[src/hdl/vr_fault_cfg.svh]
// constants of the fault supervisor: codes, counts and timing
// assumes: included by bare name from the package and the design modules
`ifndef VR_FAULT_CFG_SVH
`define VR_FAULT_CFG_SVH

// ----------------------------------------------------------------------
// codes and widths
// ----------------------------------------------------------------------
`define VR_NUM_PHASES       4
`define VR_VID_WIDTH        6
`define VR_VID_NO_LOAD      6'h3f
`define VR_SYNC_WIDTH       21

// ----------------------------------------------------------------------
// timing
// ----------------------------------------------------------------------
`define VR_CLK_PERIOD_NS    100
`define VR_REACT_NS         20
`define VR_REACT_CYCLES     (((`VR_REACT_NS) / (`VR_CLK_PERIOD_NS)) < 1 ? 1 : ((`VR_REACT_NS) / (`VR_CLK_PERIOD_NS)))
`define VR_PHASE_OC_CYCLES  4'h8
`define VR_OC_WAIT_CYCLES   13'h1000

`endif

[src/hdl/vr_fault_pkg.sv]
// types of the fault supervisor: controller states and trip level choices
// assumes: constants come from vr_fault_cfg.svh
`include "vr_fault_cfg.svh"

package vr_fault_pkg;

   // ----------------------------------------------------------------------
   // controller states
   // ----------------------------------------------------------------------
   typedef enum logic [2:0] {
      ST_SHUTDOWN,
      ST_SOFTSTART,
      ST_RUN,
      ST_OC_WAIT,
      ST_OV_LATCH
   } ctrl_state_t;

   // ----------------------------------------------------------------------
   // overvoltage trip level selected for the analog comparator
   // ----------------------------------------------------------------------
   typedef enum logic [2:0] {
      OVL_OFF,
      OVL_AUX_1V8,
      OVL_FIXED_1V7,
      OVL_VID_PLUS_200M,
      OVL_MAX_1V5_VID_200M
   } ov_level_t;

   typedef logic [`VR_VID_WIDTH-1:0]  vid_t;
   typedef logic [`VR_NUM_PHASES-1:0] phase_vec_t;

endpackage

[src/hdl/vr_fault_supervisor.sv]
// fault supervisor: power good, overvoltage latch, overcurrent hiccup, driver enable
// assumes: analog comparators and enable pins arrive asynchronously;
// soft-start sequencer and switching tick share i_clk_sys
`timescale 1ns/1ps
`include "vr_fault_cfg.svh"

// Functional notes
// power good low in shutdown, high after soft-start
// power good drops only on undervoltage or disable
// overvoltage alone never drops power good
// below 75% of VOLTAGE_ID_CODE flags undervoltage
// aux monitor trips above 1.8V before valid supply
// valid supply, not enabled: trip at 1.7V
// after overvoltage latch: trip at VOLTAGE_ID_CODE plus 200mV
// soft-start: trip at max of 1.5V, VOLTAGE_ID_CODE+200mV
// after soft-start: trip at VOLTAGE_ID_CODE plus 200mV
// overvoltage forces phases low until output discharged
// phases low until DAC level, then high impedance
// every overvoltage recurrence forces phases low again
// crowbar fires together with the forced low
// overvoltage latch cleared only by enables or supply
// average overcurrent shuts converter down at once
// phase overcurrent eight consecutive cycles shuts down
// overcurrent tri-states phases for 4096 switching cycles
// still enabled after wait: retry soft-start
// driver enable rises when soft-start ramp begins
// overcurrent drops driver enable immediately
// driver enable held in overvoltage until 0.6V
// all-ones VOLTAGE_ID_CODE code forces shutdown
// enabled only with supply, both enables, valid VOLTAGE_ID_CODE
// comparator results synchronised before use
module vr_fault_supervisor
   import vr_fault_pkg::*;
(
   // clock and reset
   input  wire logic                    i_clk_sys,
   input  wire logic                    i_reset,
   // supply and enable pins
   input  wire logic                    i_supply_por_ok,
   input  wire logic                    i_supply_above_aux,
   input  wire logic                    i_analog_enable_ok,
   input  wire logic                    i_logic_level_enable_in,
   input  wire vr_fault_pkg::vid_t      i_voltage_id_code,
   // analog comparator results
   input  wire logic                    i_undervoltage,
   input  wire logic                    i_overvoltage,
   input  wire logic                    i_avg_overcurrent,
   input  wire vr_fault_pkg::phase_vec_t i_phase_overcurrent,
   input  wire logic                    i_out_below_0v6,
   input  wire logic                    i_out_below_1v5,
   input  wire logic                    i_diff_at_dac,
   // soft-start sequencer and switching tick
   input  wire logic                    i_switch_tick,
   input  wire logic                    i_ss_ramp_begun,
   input  wire logic                    i_ss_done,
   // power good open-drain pin
   input  wire logic                    i_power_ok_out_i,
   output logic                         o_power_ok_out_o,
   output logic                         o_power_ok_out_oe_n,
   output logic                         o_power_ok_level,
   // phase and driver control
   output logic                         o_phase_force_low,
   output logic                         o_phase_tristate,
   output logic                         o_gate_driver_enable_out,
   output logic                         o_crowbar_drive_out,
   // analog and sequencer control
   output vr_fault_pkg::ov_level_t      o_ov_level_sel,
   output logic                         o_softstart_start,
   output logic                         o_converter_run,
   output vr_fault_pkg::ctrl_state_t    o_state
);

   // ----------------------------------------------------------------------
   // input synchronisation
   // ----------------------------------------------------------------------
   logic [`VR_SYNC_WIDTH-1:0] sync_out;
   logic                      por_s;
   logic                      aux_s;
   logic                      en_s;
   logic                      ll_s;
   vid_t                      vid_s;
   logic                      uv_s;
   logic                      ov_s;
   logic                      avg_oc_s;
   phase_vec_t                ph_oc_s;
   logic                      below06_s;
   logic                      below15_s;
   logic                      dac_s;
   logic                      pg_pin_s;

   // every comparator and pin passes two flops
   vr_sync_bank #(
      .WIDTH (`VR_SYNC_WIDTH)
   ) u_sync (
      .i_clk_sys (i_clk_sys),
      .i_reset   (i_reset),
      .i_async   ({i_supply_por_ok, i_supply_above_aux, i_analog_enable_ok, i_logic_level_enable_in,
                   i_voltage_id_code, i_undervoltage, i_overvoltage, i_avg_overcurrent,
                   i_phase_overcurrent, i_out_below_0v6, i_out_below_1v5, i_diff_at_dac,
                   i_power_ok_out_i}),
      .o_sync    (sync_out)
   );

   assign {por_s, aux_s, en_s, ll_s, vid_s, uv_s, ov_s, avg_oc_s, ph_oc_s,
           below06_s, below15_s, dac_s, pg_pin_s} = sync_out;

   // ----------------------------------------------------------------------
   // enable decode and fault qualifiers
   // ----------------------------------------------------------------------
   ctrl_state_t state_q;
   logic        ov_prev_q;
   logic        pins_ok;
   logic        en_now;
   logic        ov_armed;
   logic        ov_onset;
   logic        latch_clear;
   logic        phase_trip;
   logic        oc_trip;
   logic        discharged;
   logic        wait_done;

   // supply and both enables; VOLTAGE_ID_CODE code adds the no-load check
   assign pins_ok     = por_s && en_s && ll_s;
   assign en_now      = pins_ok && (vid_s != `VR_VID_NO_LOAD); // see
   // aux monitor covers the window before a valid supply
   assign ov_armed    = por_s || aux_s;
   assign ov_onset    = ov_armed && ov_s && !ov_prev_q;
   // vid code deliberately left out of the clear
   assign latch_clear = !pins_ok;
   assign oc_trip     = avg_oc_s || phase_trip; // see
   assign discharged  = por_s ? below06_s : below15_s;

   // per-phase persistence counters, armed only while switching
   vr_phase_oc_count u_phase_oc (
      .i_clk_sys  (i_clk_sys),
      .i_reset    (i_reset),
      .i_tick     (i_switch_tick),
      .i_arm      (state_q == ST_SOFTSTART || state_q == ST_RUN),
      .i_phase_oc (ph_oc_s),
      .o_trip     (phase_trip)
   );

   // ----------------------------------------------------------------------
   // controller state and fault state
   // ----------------------------------------------------------------------
   ctrl_state_t state_d;
   logic [12:0] wait_cnt_d;
   logic [12:0] wait_cnt_q;
   logic        ov_prev_d;
   logic        ov_latched_d;
   logic        ov_latched_q;
   logic        force_low_d;
   logic        force_low_q;
   logic        crowbar_d;
   logic        crowbar_q;
   logic        ss_passed_d;
   logic        ss_passed_q;
   logic        pg_d;
   logic        pg_q;
   logic        drv_d;
   logic        drv_q;
   logic        tri_d;
   logic        tri_q;
   logic        ss_start_d;
   logic        ss_start_q;
   ov_level_t   level_d;
   ov_level_t   level_q;

   assign wait_done = (state_q == ST_OC_WAIT) && i_switch_tick &&
                      (wait_cnt_q == `VR_OC_WAIT_CYCLES - 13'h1);

   // next state: overvoltage takes priority over everything
   always_comb begin
      state_d    = state_q;
      wait_cnt_d = 13'h0;
      case (state_q)
         ST_SHUTDOWN: begin
            if (en_now) begin
               state_d = ST_SOFTSTART;
            end
         end
         ST_SOFTSTART: begin
            if (!en_now) begin
               state_d = ST_SHUTDOWN;
            end else if (oc_trip) begin
               state_d = ST_OC_WAIT; // see
            end else if (i_ss_done) begin
               state_d = ST_RUN;
            end
         end
         ST_RUN: begin
            if (!en_now) begin
               state_d = ST_SHUTDOWN;
            end else if (oc_trip) begin
               state_d = ST_OC_WAIT; // see
            end
         end
         ST_OC_WAIT: begin
            wait_cnt_d = wait_cnt_q + {12'h0, i_switch_tick};
            if (wait_done) begin
               state_d = en_now ? ST_SOFTSTART : ST_SHUTDOWN;
            end
         end
         ST_OV_LATCH: begin
            if (latch_clear) begin
               state_d = ST_SHUTDOWN;
            end
         end
         default: begin
            state_d = ST_SHUTDOWN;
         end
      endcase
      if (ov_onset || (ov_latched_q && !latch_clear)) begin
         state_d = ST_OV_LATCH;
      end
   end

   // overvoltage latch, forced-low and crowbar; set wins over clear
   always_comb begin
      ov_prev_d    = ov_armed && ov_s;
      ov_latched_d = ov_onset || (ov_latched_q && !latch_clear);
      crowbar_d    = ov_onset || (crowbar_q && !latch_clear);
      force_low_d  = force_low_q;
      if (ov_onset) begin
         force_low_d = 1'b1; // see
      end else if (force_low_q && (dac_s || discharged || latch_clear)) begin
         force_low_d = 1'b0; // see
      end
   end

   // power good, driver enable and phase tri-state
   always_comb begin
      ss_passed_d = ss_passed_q;
      if (!en_now) begin
         ss_passed_d = 1'b0;
      end else if (state_q == ST_SOFTSTART && i_ss_done && !oc_trip) begin
         ss_passed_d = 1'b1;
      end
      // overvoltage is deliberately absent here
      pg_d = en_now && ss_passed_q && !uv_s; // see see
      case (state_d)
         ST_SOFTSTART: drv_d = drv_q || i_ss_ramp_begun;
         ST_RUN:       drv_d = 1'b1;
         ST_OV_LATCH:  drv_d = drv_q && !below06_s;
         default:      drv_d = 1'b0;
      endcase
      case (state_d)
         ST_SOFTSTART: tri_d = 1'b0;
         ST_RUN:       tri_d = 1'b0;
         ST_OV_LATCH:  tri_d = !force_low_d;
         default:      tri_d = 1'b1;
      endcase
      ss_start_d = (state_d == ST_SOFTSTART) && (state_q != ST_SOFTSTART);
   end

   // trip level for the analog overvoltage comparator
   always_comb begin
      if (!por_s) begin
         level_d = aux_s ? OVL_AUX_1V8 : OVL_OFF;
      end else if (ov_latched_q) begin
         level_d = OVL_VID_PLUS_200M;
      end else begin
         case (state_q)
            ST_SOFTSTART: level_d = OVL_MAX_1V5_VID_200M;
            ST_OC_WAIT:   level_d = OVL_MAX_1V5_VID_200M;
            ST_RUN:       level_d = OVL_VID_PLUS_200M;
            default:      level_d = OVL_FIXED_1V7;
         endcase
      end
   end

   // registers
   always_ff @(posedge i_clk_sys) begin
      if (i_reset) begin
         state_q      <= ST_SHUTDOWN;
         wait_cnt_q   <= 13'h0;
         ov_prev_q    <= 1'b0;
         ov_latched_q <= 1'b0;
         force_low_q  <= 1'b0;
         crowbar_q    <= 1'b0;
         ss_passed_q  <= 1'b0;
         pg_q         <= 1'b0;
         drv_q        <= 1'b0;
         tri_q        <= 1'b1;
         ss_start_q   <= 1'b0;
         level_q      <= OVL_OFF;
      end else begin
         state_q      <= state_d;
         wait_cnt_q   <= wait_cnt_d;
         ov_prev_q    <= ov_prev_d;
         ov_latched_q <= ov_latched_d;
         force_low_q  <= force_low_d;
         crowbar_q    <= crowbar_d;
         ss_passed_q  <= ss_passed_d;
         pg_q         <= pg_d;
         drv_q        <= drv_d;
         tri_q        <= tri_d;
         ss_start_q   <= ss_start_d;
         level_q      <= level_d;
      end
   end

   // ----------------------------------------------------------------------
   // outputs
   // ----------------------------------------------------------------------
   assign o_power_ok_out_o         = 1'b0;
   assign o_power_ok_out_oe_n      = pg_q; // released when good
   assign o_power_ok_level         = pg_pin_s;
   assign o_phase_force_low        = force_low_q;
   assign o_phase_tristate         = tri_q;
   assign o_gate_driver_enable_out = drv_q;
   assign o_crowbar_drive_out      = crowbar_q;
   assign o_ov_level_sel           = level_q;
   assign o_softstart_start        = ss_start_q;
   assign o_converter_run          = (state_q == ST_SOFTSTART) || (state_q == ST_RUN);
   assign o_state                  = state_q;
endmodule

[src/hdl/vr_phase_oc_count.sv]
// per-phase overcurrent persistence counters on switching ticks
// assumes: tick is a one-cycle pulse per switching cycle, same clock
`timescale 1ns/1ps
`include "vr_fault_cfg.svh"

module vr_phase_oc_count
   import vr_fault_pkg::*;
(
   // clock and reset
   input  wire logic                    i_clk_sys,
   input  wire logic                    i_reset,
   // sampling control
   input  wire logic                    i_tick,
   input  wire logic                    i_arm,
   input  wire vr_fault_pkg::phase_vec_t i_phase_oc,
   // result
   output logic                         o_trip
);

   logic [`VR_NUM_PHASES-1:0] hit;

   // one counter per phase
   for (genvar p = 0; p < `VR_NUM_PHASES; p++) begin : g_phase
      logic [3:0] cnt_d;
      logic [3:0] cnt_q;

      // count consecutive ticks above reference, restart when it drops
      always_comb begin
         cnt_d = cnt_q;
         if (!i_arm || !i_phase_oc[p]) begin
            cnt_d = 4'h0;
         end else if (i_tick && cnt_q != `VR_PHASE_OC_CYCLES) begin
            cnt_d = cnt_q + 4'h1;
         end
      end

      always_ff @(posedge i_clk_sys) begin
         if (i_reset) begin
            cnt_q <= 4'h0;
         end else begin
            cnt_q <= cnt_d;
         end
      end

      assign hit[p] = (cnt_q == `VR_PHASE_OC_CYCLES);
   end

   assign o_trip = |hit;

endmodule

[src/hdl/vr_sync_bank.sv]
// two-flop synchroniser bank for pin and comparator levels
// assumes: inputs are slow levels from outside the clock domain
`timescale 1ns/1ps

module vr_sync_bank #(
   parameter int WIDTH = 1
) (
   // clock and reset
   input  wire logic             i_clk_sys,
   input  wire logic             i_reset,
   // levels
   input  wire logic [WIDTH-1:0] i_async,
   output logic      [WIDTH-1:0] o_sync
);

   logic [WIDTH-1:0] stage1_q;
   logic [WIDTH-1:0] stage2_q;

   // first stage feeds only the second
   always_ff @(posedge i_clk_sys) begin
      if (i_reset) begin
         stage1_q <= '0;
         stage2_q <= '0;
      end else begin
         stage1_q <= i_async;
         stage2_q <= stage1_q;
      end
   end

   assign o_sync = stage2_q;

endmodule

[config.mk]
export PLATFORM = sky130hd
export DESIGN_NAME = vr_fault_supervisor
export DESIGN_NICKNAME = d
export VERILOG_FILES = /design/src/hdl/vr_fault_pkg.sv /design/src/hdl/vr_fault_supervisor.sv /design/src/hdl/vr_phase_oc_count.sv /design/src/hdl/vr_sync_bank.sv
export VERILOG_INCLUDE_DIRS = /design/src /design/src/hdl
export SDC_FILE = /design/constraint.sdc
export NUM_CORES = 1
export LEC_CHECK = 0
export BUFFER_PORTS_ARGS = -buffer_cell sky130_fd_sc_hd__buf_2
export CELL_PAD_IN_SITES_DETAIL_PLACEMENT = 0
export CELL_PAD_IN_SITES_GLOBAL_PLACEMENT = 1
export CORE_UTILIZATION = 49
export CTS_BUF_LIST = sky130_fd_sc_hd__clkbuf_4
export CTS_CLUSTER_DIAMETER = 80
export CTS_CLUSTER_SIZE = 30
export DETAILED_ROUTE_END_ITERATION = 10
export GPL_ROUTABILITY_DRIVEN = 0
export GPL_TIMING_DRIVEN = 0
export PLACE_DENSITY_LB_ADDON = 0.1
export SYNTH_ARGS = -nofsm -noshare
export SYNTH_HDL_FRONTEND = slang
export SYNTH_SLANG_ARGS = --single-unit
[constraint.sdc]
create_clock -name i_clk_sys -period 5.9 [get_ports i_clk_sys]
set_input_delay 0 -clock i_clk_sys [delete_from_list [all_inputs] [get_ports i_clk_sys]]
set_output_delay 0 -clock i_clk_sys [all_outputs]
set_load 0.01 [all_outputs]
* Word level (Yosys, flattened, before mapping)
Cells that the tools add are included.
** Cells by class
- Muxes and demuxes :: 20
- Equality and inequality tests :: 18
- Reduce and logical (&&, ||, !) cells :: 53
- Add/sub/neg operators :: 5
- Bitwise gates (word level) :: 2
** Operator list (number)
- $mux 3 :: 11
- $logic_and 1x1->1 :: 20
- $add 4x1->4 const B :: 4
- $eq 4x4->1 const B :: 4
- $ne 4x4->1 const B :: 4
- $reduce_or 2->1 :: 8
- $pmux 3 s5 :: 1
- $add 13x1->13 :: 1
- $eq 13x12->1 const B :: 1
- $logic_or 1x1->1 :: 12
- $logic_not 1->1 :: 11
- $eq 3x2->1 const B :: 3
- $eq 3x1->1 const B :: 2
- $eq 3x3->1 const B :: 2
- $ne 6x6->1 const B :: 1
- $pmux 3 s2 :: 1
- $mux 1 :: 5
- $reduce_or 4->1 :: 1
- $logic_not 3->1 :: 1
- $ne 3x1->1 const B :: 1
- $pmux 1 s3 :: 1
- $not 1->1 :: 2
- $pmux 1 s2 :: 1
** Word-level totals
- Output and inout bits :: 15
- Input port bits :: 26
- Register bits after elaboration :: 86
- Word-level logic and storage cells :: 116

* Longest topological paths before layout
Gate-level depths: netlist (run 1).
- Depth after elaboration :: 10
- Gate-level depth with buffers :: 8
- Depth with buffers taken out :: 8

* Cells and area by module
A second synthesis (run 1) with hierarchy kept.
** Unflattened totals
- Cell total of the unflattened synthesis :: 323
- Area total of the unflattened synthesis :: 3329.4 µm²
** By module, submodules not included
- vr_fault_supervisor :: area an instance 1273.7 µm², cells each 140, times used 1, sequential area each 560.5 µm²
- vr_sync_bank :: area an instance 1123.6 µm², cells each 88, times used 1, sequential area each 840.8 µm²
- vr_phase_oc_count :: area an instance 932.1 µm², cells each 95, times used 1, sequential area each 320.3 µm²

* Worst setup path after synthesis (run 1)
Ideal clock, no wire load.
- Path type :: register to register
- Start point :: register u_phase_oc.g_phase[1].cnt_q[0]
- End point :: register drv_q (netlist: o_gate_driver_enable_out)
- Arrival :: 1.968 ns
- Buffers on the path :: 0
- Setup slack :: 3.866 ns
- Setup time :: 0.066 ns
- Clock period less this slack :: 2.034 ns
- Data required time :: 5.834 ns
- Cell stages (with the launch flop) :: 9
- Cells stage by stage :: dfxtp_1 inv_1 ha_1 and3b_2 nor4_4 a21oi_4 or4_1 a31oi_1 a21boi_2
** On the way
- Cells in the longest elaborated chain, start to end :: 9
- Elaborated cells between the ends (all ways) :: 13
- Classes of those cells :: eq/ne: 4; mux: 7; reduce/logical: 2
** RTL lines
- start, declared :: RTL line vr_phase_oc_count.sv:25 : logic [3:0] cnt_q;
- start signal, assigned :: RTL line vr_phase_oc_count.sv:41 : cnt_q <= cnt_d;
- $eq 4x4->1 (no source line) (*)
- $reduce_or 4->1 (*) :: RTL line vr_phase_oc_count.sv:48 : assign o_trip = |hit;
- $logic_or 1x1->1 (*) :: RTL line vr_fault_supervisor.sv:130 : assign oc_trip = avg_oc_s || phase_trip;
- $mux 3, on equally long branches :: RTL line vr_fault_supervisor.sv:194, vr_fault_supervisor.sv:185
- $mux 3, on equally long branches :: RTL line vr_fault_supervisor.sv:192, vr_fault_supervisor.sv:183
- $pmux 3 s5 (*) :: RTL line vr_fault_supervisor.sv:176 : case (state_q)
- $mux 3 (*) :: RTL line vr_fault_supervisor.sv:213 : if (ov_onset || (ov_latched_q && !latch_clear)) begin
- $eq 3x3->1, or another cell as far along :: RTL line vr_fault_supervisor.sv:241 : case (state_d)
- $pmux 1 s3 (*) :: RTL line vr_fault_supervisor.sv:241
- end signal, assigned :: RTL line vr_fault_supervisor.sv:296 : drv_q <= drv_d;
- end, declared :: RTL line vr_fault_supervisor.sv:161 : logic drv_q;
Every way passes the cells marked *; elsewhere a longest branch is shown, timed or not.
A chain may end at the register's enable or synchronous reset.

* Final worst setup path (run 1)
- Start point :: register u_phase_oc.g_phase[2].cnt_q[0]
- End point :: register drv_q (netlist: o_gate_driver_enable_out)
** On the way
- Cells in the longest elaborated chain, start to end :: 9
- Elaborated cells between the ends (all ways) :: 13
- Classes of those cells :: eq/ne: 4; mux: 7; reduce/logical: 2
** RTL lines (RTL line)
- start, declared :: vr_phase_oc_count.sv:25
- start signal, assigned :: vr_phase_oc_count.sv:41
- $eq 4x4->1 (no source line) (*)
- $reduce_or 4->1 (*) :: vr_phase_oc_count.sv:48
- $logic_or 1x1->1 (*) :: vr_fault_supervisor.sv:130
- $mux 3, on equally long branches :: vr_fault_supervisor.sv:194, vr_fault_supervisor.sv:185
- $mux 3, on equally long branches :: vr_fault_supervisor.sv:192, vr_fault_supervisor.sv:183
- $pmux 3 s5 (*) :: vr_fault_supervisor.sv:176
- $mux 3 (*) :: vr_fault_supervisor.sv:213
- $eq 3x3->1, or another cell as far along :: vr_fault_supervisor.sv:241
- $pmux 1 s3 (*) :: vr_fault_supervisor.sv:241
Marks and branches as above.

==> flow_metrics.py, run 1 <==
metrics = {
    "drt": {
        "dr.pass1.iters": 4,
        "drc_errors": 0,
        "via_per_inst": 4.88,
        "wl_um": 5700,
        "postRouteAntennaNets": 0,
        "via_count": 2359,
        "dr.first_iter.drc_count": 66,
        "wire_per_inst_um": 11.8,
    },
    "logic_synthesis": {
        "syn_area_sq_um": 3230,
        "synthSimpleGateAreaFrac": 0.275,
        "synthMuxAreaShare": 0.00310,
        "synth_seq_area_share": 0.521,
        "synth-seq-cells": 84,
        "synthXorXnorAreaFrac": 0.0569,
        "synth_top_family_by_area": "simple AND/OR/NAND/NOR gates",
        "synth_fa_ha_area_frac": 0.0387,
        "synth_warnings": 0,
        "syn_inst": 330,
        "syn_nets": 366,
        "synthDistinctLibCells": 46,
        "syn_avg_cell_area_sq_um": 9.79,
        "synth_compound_gate_area_share": 0.0639,
    },
    "finish": {
        "layoutNonFillerInstCount": 483,
        "nNetsFinal": 437,
        "antenna_cells": 0,
        "layout-drive-gt1-share": 0.187,
        "fillers": 596,
        "area_delta_synth_final_pct": 20.1,
    },
    "placement": {
        "port_buffers": 38,
        "dpl_worst_slack_ns": 3.64,
        "place_hpwl_um": 3950,
        "place_inst": 445,
    },
    "floorplanning": {
        "fp.dieH_um": 83.2,
        "design.die.area_sq_um": 6920,
        "start_util": 0.509,
        "dieWidth_um": 83.2,
        "pin_count": 41,
        "num_rows": 29,
        "coreArea_sq_um": 6350,
    },
    "timing": {
        "hold_viol_final": 0,
        "finalMaxSlewViolations": 0,
        "fmax_mhz": 429,
        "clock_skew_ns": 0.00957,
        "min_period_ns": 2.33,
        "fin_crit_sh": 0.395,
        "grt_setup_unrepaired": "no",
        "fin_tns_setup_ns": 0,
        "setup_viol": 0,
        "setup_ws_ns": 3.57,
        "worstMarginPinSlew_ns": 0.666,
        "max_slew_margin": 0.551,
    },
    "power_and_ir_drop": {
        "switchingPower_w": 0.000223,
        "clkPwrFrac": 0.343,
        "pwr-share-comb": 0.051,
        "ir_drop_uv": 156,
        "share_seq_of_total_power": 0.606,
        "p_leak_nw": 1.52,
        "switching_share": 0.231,
        "p_int_w": 0.000741,
        "power.density_nw_per_um2": 248,
    },
    "clock_tree": {
        "clkTransAtPathRegs_ns": 0.13,
        "cts_resized": 0,
        "h-tree-depth": 3,
        "cts.path.max_buffers": 2,
        "clock_latency_ns": 0.41,
        "clock_sinks": 84,
        "cts-root-buf": "clkbuf_4",
        "tritoncts": "yes",
        "cts_inserted_buffers": 9,
    },
    "hold_path": {
        "holdCritPathClass": "primary input to flop",
        "whs_path_depth": 5,
    },
    "global_route": {
        "grt_max_degree": 16,
        "grt_overflow": 0,
        "grt_use_total": 0.181,
        "grt_pass1_vias": 2261,
        "grt_pass1_wl_um": 9920,
        "antenna_found_initial": 0,
    },
    "setup_path": {
        "worstRegToRegCells": 8,
        "crit_required_ns": 6.26,
        "crit_fanout": 7,
        "startpoint_type": "flop",
        "arrival_ns": 2.69,
        "crit_path_end_kind": "flop",
        "crit_type": "flop to flop",
    },
    "status": {
        "outcome": "complete, no violations",
    },
    "flow_run": {
        "drv_cap": 0,
    },
}
flip-flops by register name (all words and copies together), names as in the netlist, 3 cells and up:
signal                    cells
u_sync.o_sync                20
u_sync.stage1_q              20
u_phase_oc.g_phase.cnt_q     16
wait_cnt_q                   13
o_ov_level_sel                3
o_state                       3
worst max-delay path, cell delays in order, from the launching register on:
cell and delay (ns):
dfxtp_1 0.39, inv_1 0.09, ha_1 0.19, nand3b_1 0.18, nand3_1 0.16, o41ai_2 0.64
o211ai_1 0.19, a31oi_1 0.24, a21boi_2 0.19
per-layer routing:
layer	global-route usage	routed length (um)	vias to the layer above
li1	-	-	1231
met1	0.234	2780	1082
met2	0.294	2660	36
met3	0.0368	157	10
met4	0.0799	106	0
met5	0	0	-
per-stage QoR:
| step | utilization | hold WS (ns) | instance area [sq um] | total power, W |
|---|---|---|---|---|
| after floorplan | - | 0.128 | 3230 | 0.000620 |
| after global placement | 0.554 | 0.209 | 3520 | 0.000634 |
| after detailed placement | 0.554 | 0.212 | 3520 | 0.000635 |
| after CTS | 0.611 | 0.0258 | 3880 | 0.000979 |
| after global routing | 0.611 | 0.0397 | 3880 | 0.00101 |
| final | 0.611 | 0.0581 | 3880 | 0.000964 |
cells in the mapped netlist, drive strengths merged:
cell     n  area share
nor4     4       0.017
mux2i    1      0.0031
o21ai    7       0.012
dfxtp   84        0.52
a31o     1      0.0027
nand2b   2      0.0039
nor4bb   1      0.0077
a21oi   13       0.024
a211o    1      0.0031
xnor2    5       0.014
clkbuf  11       0.022
nor3b    2      0.0046
nand3   16       0.025
nand4b   1      0.0027
and3b    1      0.0031
or2b     1      0.0023
conb     1      0.0012
or4      1      0.0023
nand3b   4      0.0093
xor2    16       0.043
nand2   21       0.024
a211oi   2      0.0046
or2      2      0.0039
nand4    7       0.015
a31oi    1      0.0019
nor3     4      0.0062
nor2b   42       0.081
a21boi   1      0.0035
o41ai    1      0.0050
nor2    40       0.047
o211ai   2      0.0046
nor4b    1      0.0027
a21o     1      0.0027
inv     14       0.016
and3     2      0.0058
ha      10       0.039
buf      1      0.0023
or3      5       0.010
final timing paths:
kind                                                      from                        to  slack (ns)
worst max-delay path            u_phase_oc.g_phase[2].cnt_q[0]  o_gate_driver_enable_out        3.57
worst max register to register  u_phase_oc.g_phase[2].cnt_q[0]  o_gate_driver_enable_out        3.57
worst min register to register               u_sync.o_sync[10]       o_power_ok_out_oe_n        0.42
worst min-delay path                           i_ss_ramp_begun  o_gate_driver_enable_out        0.06
cell families (layout without fill, tap and decap cells):
logic type      count (synthesis)  after routing
xor+xnor                       21             21
compound gates                 30             30
flops                          84             84
fa+ha+maj                      10             10
mux                             1              1
other cells                     1              1
simple gates                  157            157
buf+inv                        26            102
placed cells by master, fill, tap and decap left out, drive strengths merged, types with 2 or more instances in the layout:
cell type and instances:
nor3 4, dfxtp 84, and3 2, inv 15
or3 5, a211oi 2, clkinv 3, buf 39
nor4 4, ha 10, nor2b 42, nand4 7
nor2 40, clkbuf 20, nor3b 2, o21ai 7
nand3b 4, a21oi 13, xor2 16, or2 2
dlygate4sd3 22, o211ai 2, xnor2 5, clkinvlp 2
nand2 21, nand2b 2, nand3 16
cell type report:
cell class	instances	area (sq um)	area share
Clock buffer	9	67.6	0.0174
Inverter	14	52.6	0.0135
Multi-Input combinational cell	220	1420	0.365
Clock inverter	7	76.3	0.0197
Timing Repair Buffer	60	410	0.106
Buffer	12	78.8	0.0203
Tap cell	77	96.3	0.0248
Sequential cell	84	1680	0.433
power by group through the flow:
stage | clock network (W) | registers, W | logic, W
after floorplan | 0 | 0.000597 | 0.0000237
after global placement | 0 | 0.000597 | 0.0000374
after detailed placement | 0 | 0.000597 | 0.0000379
after CTS | 0.000345 | 0.000585 | 0.0000490
after global routing | 0.000369 | 0.000586 | 0.0000545
final | 0.000331 | 0.000585 | 0.0000487
repair_timing:
action	in CTS	in global routing
setup endpoints to repair	0	0
buffers inserted	0	0
hold endpoints to repair	25	0
hold buffers	22	0
No activity file was read; power rests on OpenSTA's default activity.
==> run 2, diff against run 1 <==
--- a/config.mk
+++ b/config.mk
@@ -6,10 +6,11 @@
 export SDC_FILE = /design/constraint.sdc
 export NUM_CORES = 1
 export LEC_CHECK = 0
+export ABC_AREA = 1
 export BUFFER_PORTS_ARGS = -buffer_cell sky130_fd_sc_hd__buf_2
 export CELL_PAD_IN_SITES_DETAIL_PLACEMENT = 0
 export CELL_PAD_IN_SITES_GLOBAL_PLACEMENT = 1
-export CORE_UTILIZATION = 49
+export CORE_UTILIZATION = 44
 export CTS_BUF_LIST = sky130_fd_sc_hd__clkbuf_4
 export CTS_CLUSTER_DIAMETER = 80
 export CTS_CLUSTER_SIZE = 30
==> constraint.sdc (replaced) <==
create_clock -name i_clk_sys -period 2.4 [get_ports i_clk_sys]
set_input_delay 0 -clock i_clk_sys [delete_from_list [all_inputs] [get_ports i_clk_sys]]
set_output_delay 0 -clock i_clk_sys [all_outputs]
set_load 0.01 [all_outputs]
==> flow_metrics.py, run 2 <==
metrics = {
    "status": {
        "outcome": "complete, no violations",
    },
    "clock_tree": {
        "clock_latency_ns": 0.44,
        "clkTransAtPathRegs_ns": 0.14,
        "cts-root-buf": "clkbuf_4",
        "cts_inserted_buffers": 9,
        "cts.path.max_buffers": 2,
        "tritoncts": "yes",
        "post_cts_buffers": 0,
        "h-tree-depth": 3,
        "clock_sinks": 86,
    },
    "drt": {
        "met1_length_um": 2900,
        "via_per_inst": 4.28,
        "dr_wl_met2_um": 2770,
        "via_count": 2588,
        "wl_met3_um": 199,
        "postRouteAntennaNets": 0,
        "highest_layer": "met4",
        "drc_errors": 0,
        "wire_per_inst_um": 9.90,
        "wl_um": 5980,
        "dr.pass1.iters": 4,
        "dr.first_iter.drc_count": 67,
    },
    "logic_synthesis": {
        "syn_avg_cell_area_sq_um": 7.76,
        "yosysMostFrequentCell": "dfxtp_1",
        "synth.area.top_cells": "dfxtp_1, inv_1, nor2_1, nand2_1, ha_1",
        "async_flop_share": 0,
        "synthMuxAreaShare": 0,
        "syn_area_sq_um": 3310,
        "ys.flop_type": "dfxtp_1",
        "synthDistinctLibCells": 27,
        "synth_common_cells": "dfxtp_1, inv_1, nor2_1",
        "synth_fa_ha_area_frac": 0.0378,
        "synth_top_area_frac": 0.520,
        "yosysTopAreaCell": "dfxtp_1",
        "synth-seq-cells": 86,
        "synth_edf_count": 0,
        "synth_compound_gate_area_share": 0.0495,
        "synthSimpleGateAreaFrac": 0.263,
        "synthXorXnorAreaFrac": 0.0211,
        "synth_warnings": 0,
        "synth_top_family_by_area": "simple AND/OR/NAND/NOR gates",
        "syn_inst": 427,
        "syn_nets": 463,
        "synth_seq_area_share": 0.520,
    },
    "placement": {
        "port_buffers": 38,
        "place_hpwl_um": 4210,
        "dpl_worst_slack_ns": 0.750,
    },
    "timing": {
        "setup_ws_ns": 0.761,
        "hold_viol_final": 0,
        "min_period_ns": 1.64,
        "setup_viol": 0,
        "max_slew_margin": 0.645,
        "finalMaxSlewViolations": 0,
        "grt_setup_unrepaired": "no",
        "fin_crit_sh": 0.683,
        "fin_tns_setup_ns": 0,
        "fmax_mhz": 610,
        "clock_skew_ns": 0.0157,
        "worstMarginPinSlew_ns": 0.533,
    },
    "floorplanning": {
        "coreArea_sq_um": 7250,
        "fp.dieH_um": 88.8,
        "start_util": 0.457,
        "pin_count": 41,
        "dieWidth_um": 88.8,
        "design.die.area_sq_um": 7880,
        "num_rows": 31,
    },
    "setup_path": {
        "endpoint": "o_gate_driver_enable_out",
        "crit_type": "flop to flop",
        "crit_path_end_kind": "flop",
        "startpoint_type": "flop",
        "crit_fanout": 4,
        "slowest_stage": "dfxtp_1",
        "rr_endpoint": "o_gate_driver_enable_out",
        "path_buf_inv": 1,
        "path_depth": 12,
        "critical_path.max_stage_delay_ns": 0.39,
        "path_delay_family": "simple AND/OR/NAND/NOR gates",
        "crit_required_ns": 2.72,
        "path_cells": "inv_1 -> ha_1 -> nand3_1 -> nand2_1 -> nor2_2 -> nand3_1 -> nand2_1 -> nand2_2 -> nand3_1 -> nand2_1 -> nor2_1 -> nor2_1",
        "critPathLaunch": "u_phase_oc.g_phase[0].cnt_q[0]",
        "worstRegToRegCells": 12,
        "reg2reg_slack_ns": 0.76,
        "reg2reg_from": "u_phase_oc.g_phase[0].cnt_q[0]",
        "arrival_ns": 1.96,
    },
    "global_route": {
        "grt_use_total": 0.171,
        "grt_overflow": 0,
        "grt_pass1_vias": 2380,
        "grt_max_degree": 16,
        "antenna_found_initial": 0,
        "grt_pass1_wl_um": 10000,
    },
    "finish": {
        "fillers": 713,
        "layout_commonest_cell": "dfxtp_1",
        "antenna_cells": 0,
        "layout_common_cells": "dfxtp_1, inv_1, nor2_1",
        "area_delta_synth_final_pct": 21.1,
        "layout-drive-gt1-share": 0.168,
        "nNetsFinal": 536,
    },
    "power_and_ir_drop": {
        "clkPwrFrac": 0.348,
        "share_seq_of_total_power": 0.602,
        "p_int_w": 0.00186,
        "ir_drop_uv": 358,
        "switching_share": 0.240,
        "p_leak_nw": 1.81,
        "switchingPower_w": 0.000588,
        "pwr-share-comb": 0.051,
        "p_total_w": 0.00245,
        "power.density_nw_per_um2": 610,
    },
    "hold_path": {
        "holdCritPathClass": "primary input to flop",
        "worstHoldStart": "i_reset",
    },
    "flow_run": {
        "drv_cap": 0,
    },
}
-- run 2: worst min-delay path by stage --
stage / slack, ns / end / cells after the start
2_1_floorplan: 0.11 / u_sync.stage1_q[0] / 2
3_3_place_gp: 0.20 / u_sync.stage1_q[3] / 3
3_5_place_dp: 0.21 / u_sync.stage1_q[19] / 3
4_1_cts: 0.10 / o_ov_level_sel[1] / 4
5_1_grt: 0.13 / o_state[0] / 2
6_report: 0.11 / o_ov_level_sel[1] / 4
-- run 2: power by group through the flow --
stage	Clock (W)	Combinational (W)	Sequential, W
global route	0.000949	0.000142	0.00148
CTS	0.000881	0.000126	0.00147
detailed placement	0	0.0000957	0.00151
global placement	0	0.0000936	0.00150
floorplan	0	0.0000577	0.00150
finish	0.000851	0.000124	0.00147
-- run 2: logic make-up (layout without fill, tap and decap cells) --
kind of cell / after synthesis / count (layout)
AND/OR/NAND/NOR: 197 / 197
buffers and inverters: 94 / 172
flip-flops: 86 / 86
AO/OA/AOI/OAI: 31 / 31
adder cells (fa/ha/maj): 10 / 10
XOR/XNOR: 8 / 8
other: 1 / 1
-- run 2: timing repair --
action | CTS | global route
hold buffers | 24 | 0
hold endpoints to repair | 28 | 0
resized for setup | 0 | 0
-- run 2: area by class of cell --
type                       instances  area [sq um]  area share
tap                               99           124      0.0309
sequential                        86          1720       0.429
clock buffer                      10          75.1      0.0187
buffer                             7          30.0     0.00748
clock inverter                     6          70.1      0.0175
timing repair buffer              62           430       0.107
inverter                          87           327      0.0814
multi-input combinational        247          1230       0.308
-- run 2: through the flow --
stage | std cells | instance area (sq um) | utilization | hold slack [ns]
floorplan | 427 | 3310 | - | 0.107
finish | 604 | 4010 | 0.553 | 0.109
CTS | 604 | 4010 | 0.553 | 0.101
global placement | 564 | 3630 | 0.500 | 0.198
detailed placement | 564 | 3630 | 0.500 | 0.207
global route | 604 | 4010 | 0.553 | 0.129
-- run 2: worst register-to-register path: cells and delay by family (launching register included) --
| kind | cells | cell delay (ns) |
|---|---|---|
| adders and majority gates | 1 | 0.19 |
| and+or+nand+nor | 10 | 0.86 |
| buffers and inverters | 1 | 0.08 |
| DFF | 1 | 0.39 |
-- run 2: metal layers --
metal  global-route usage  vias to the layer above
met5                    0                        -
met4               0.0704                        0
met3               0.0504                       10
met2                0.292                       37
met1                0.200                     1123
li1                     -                     1418
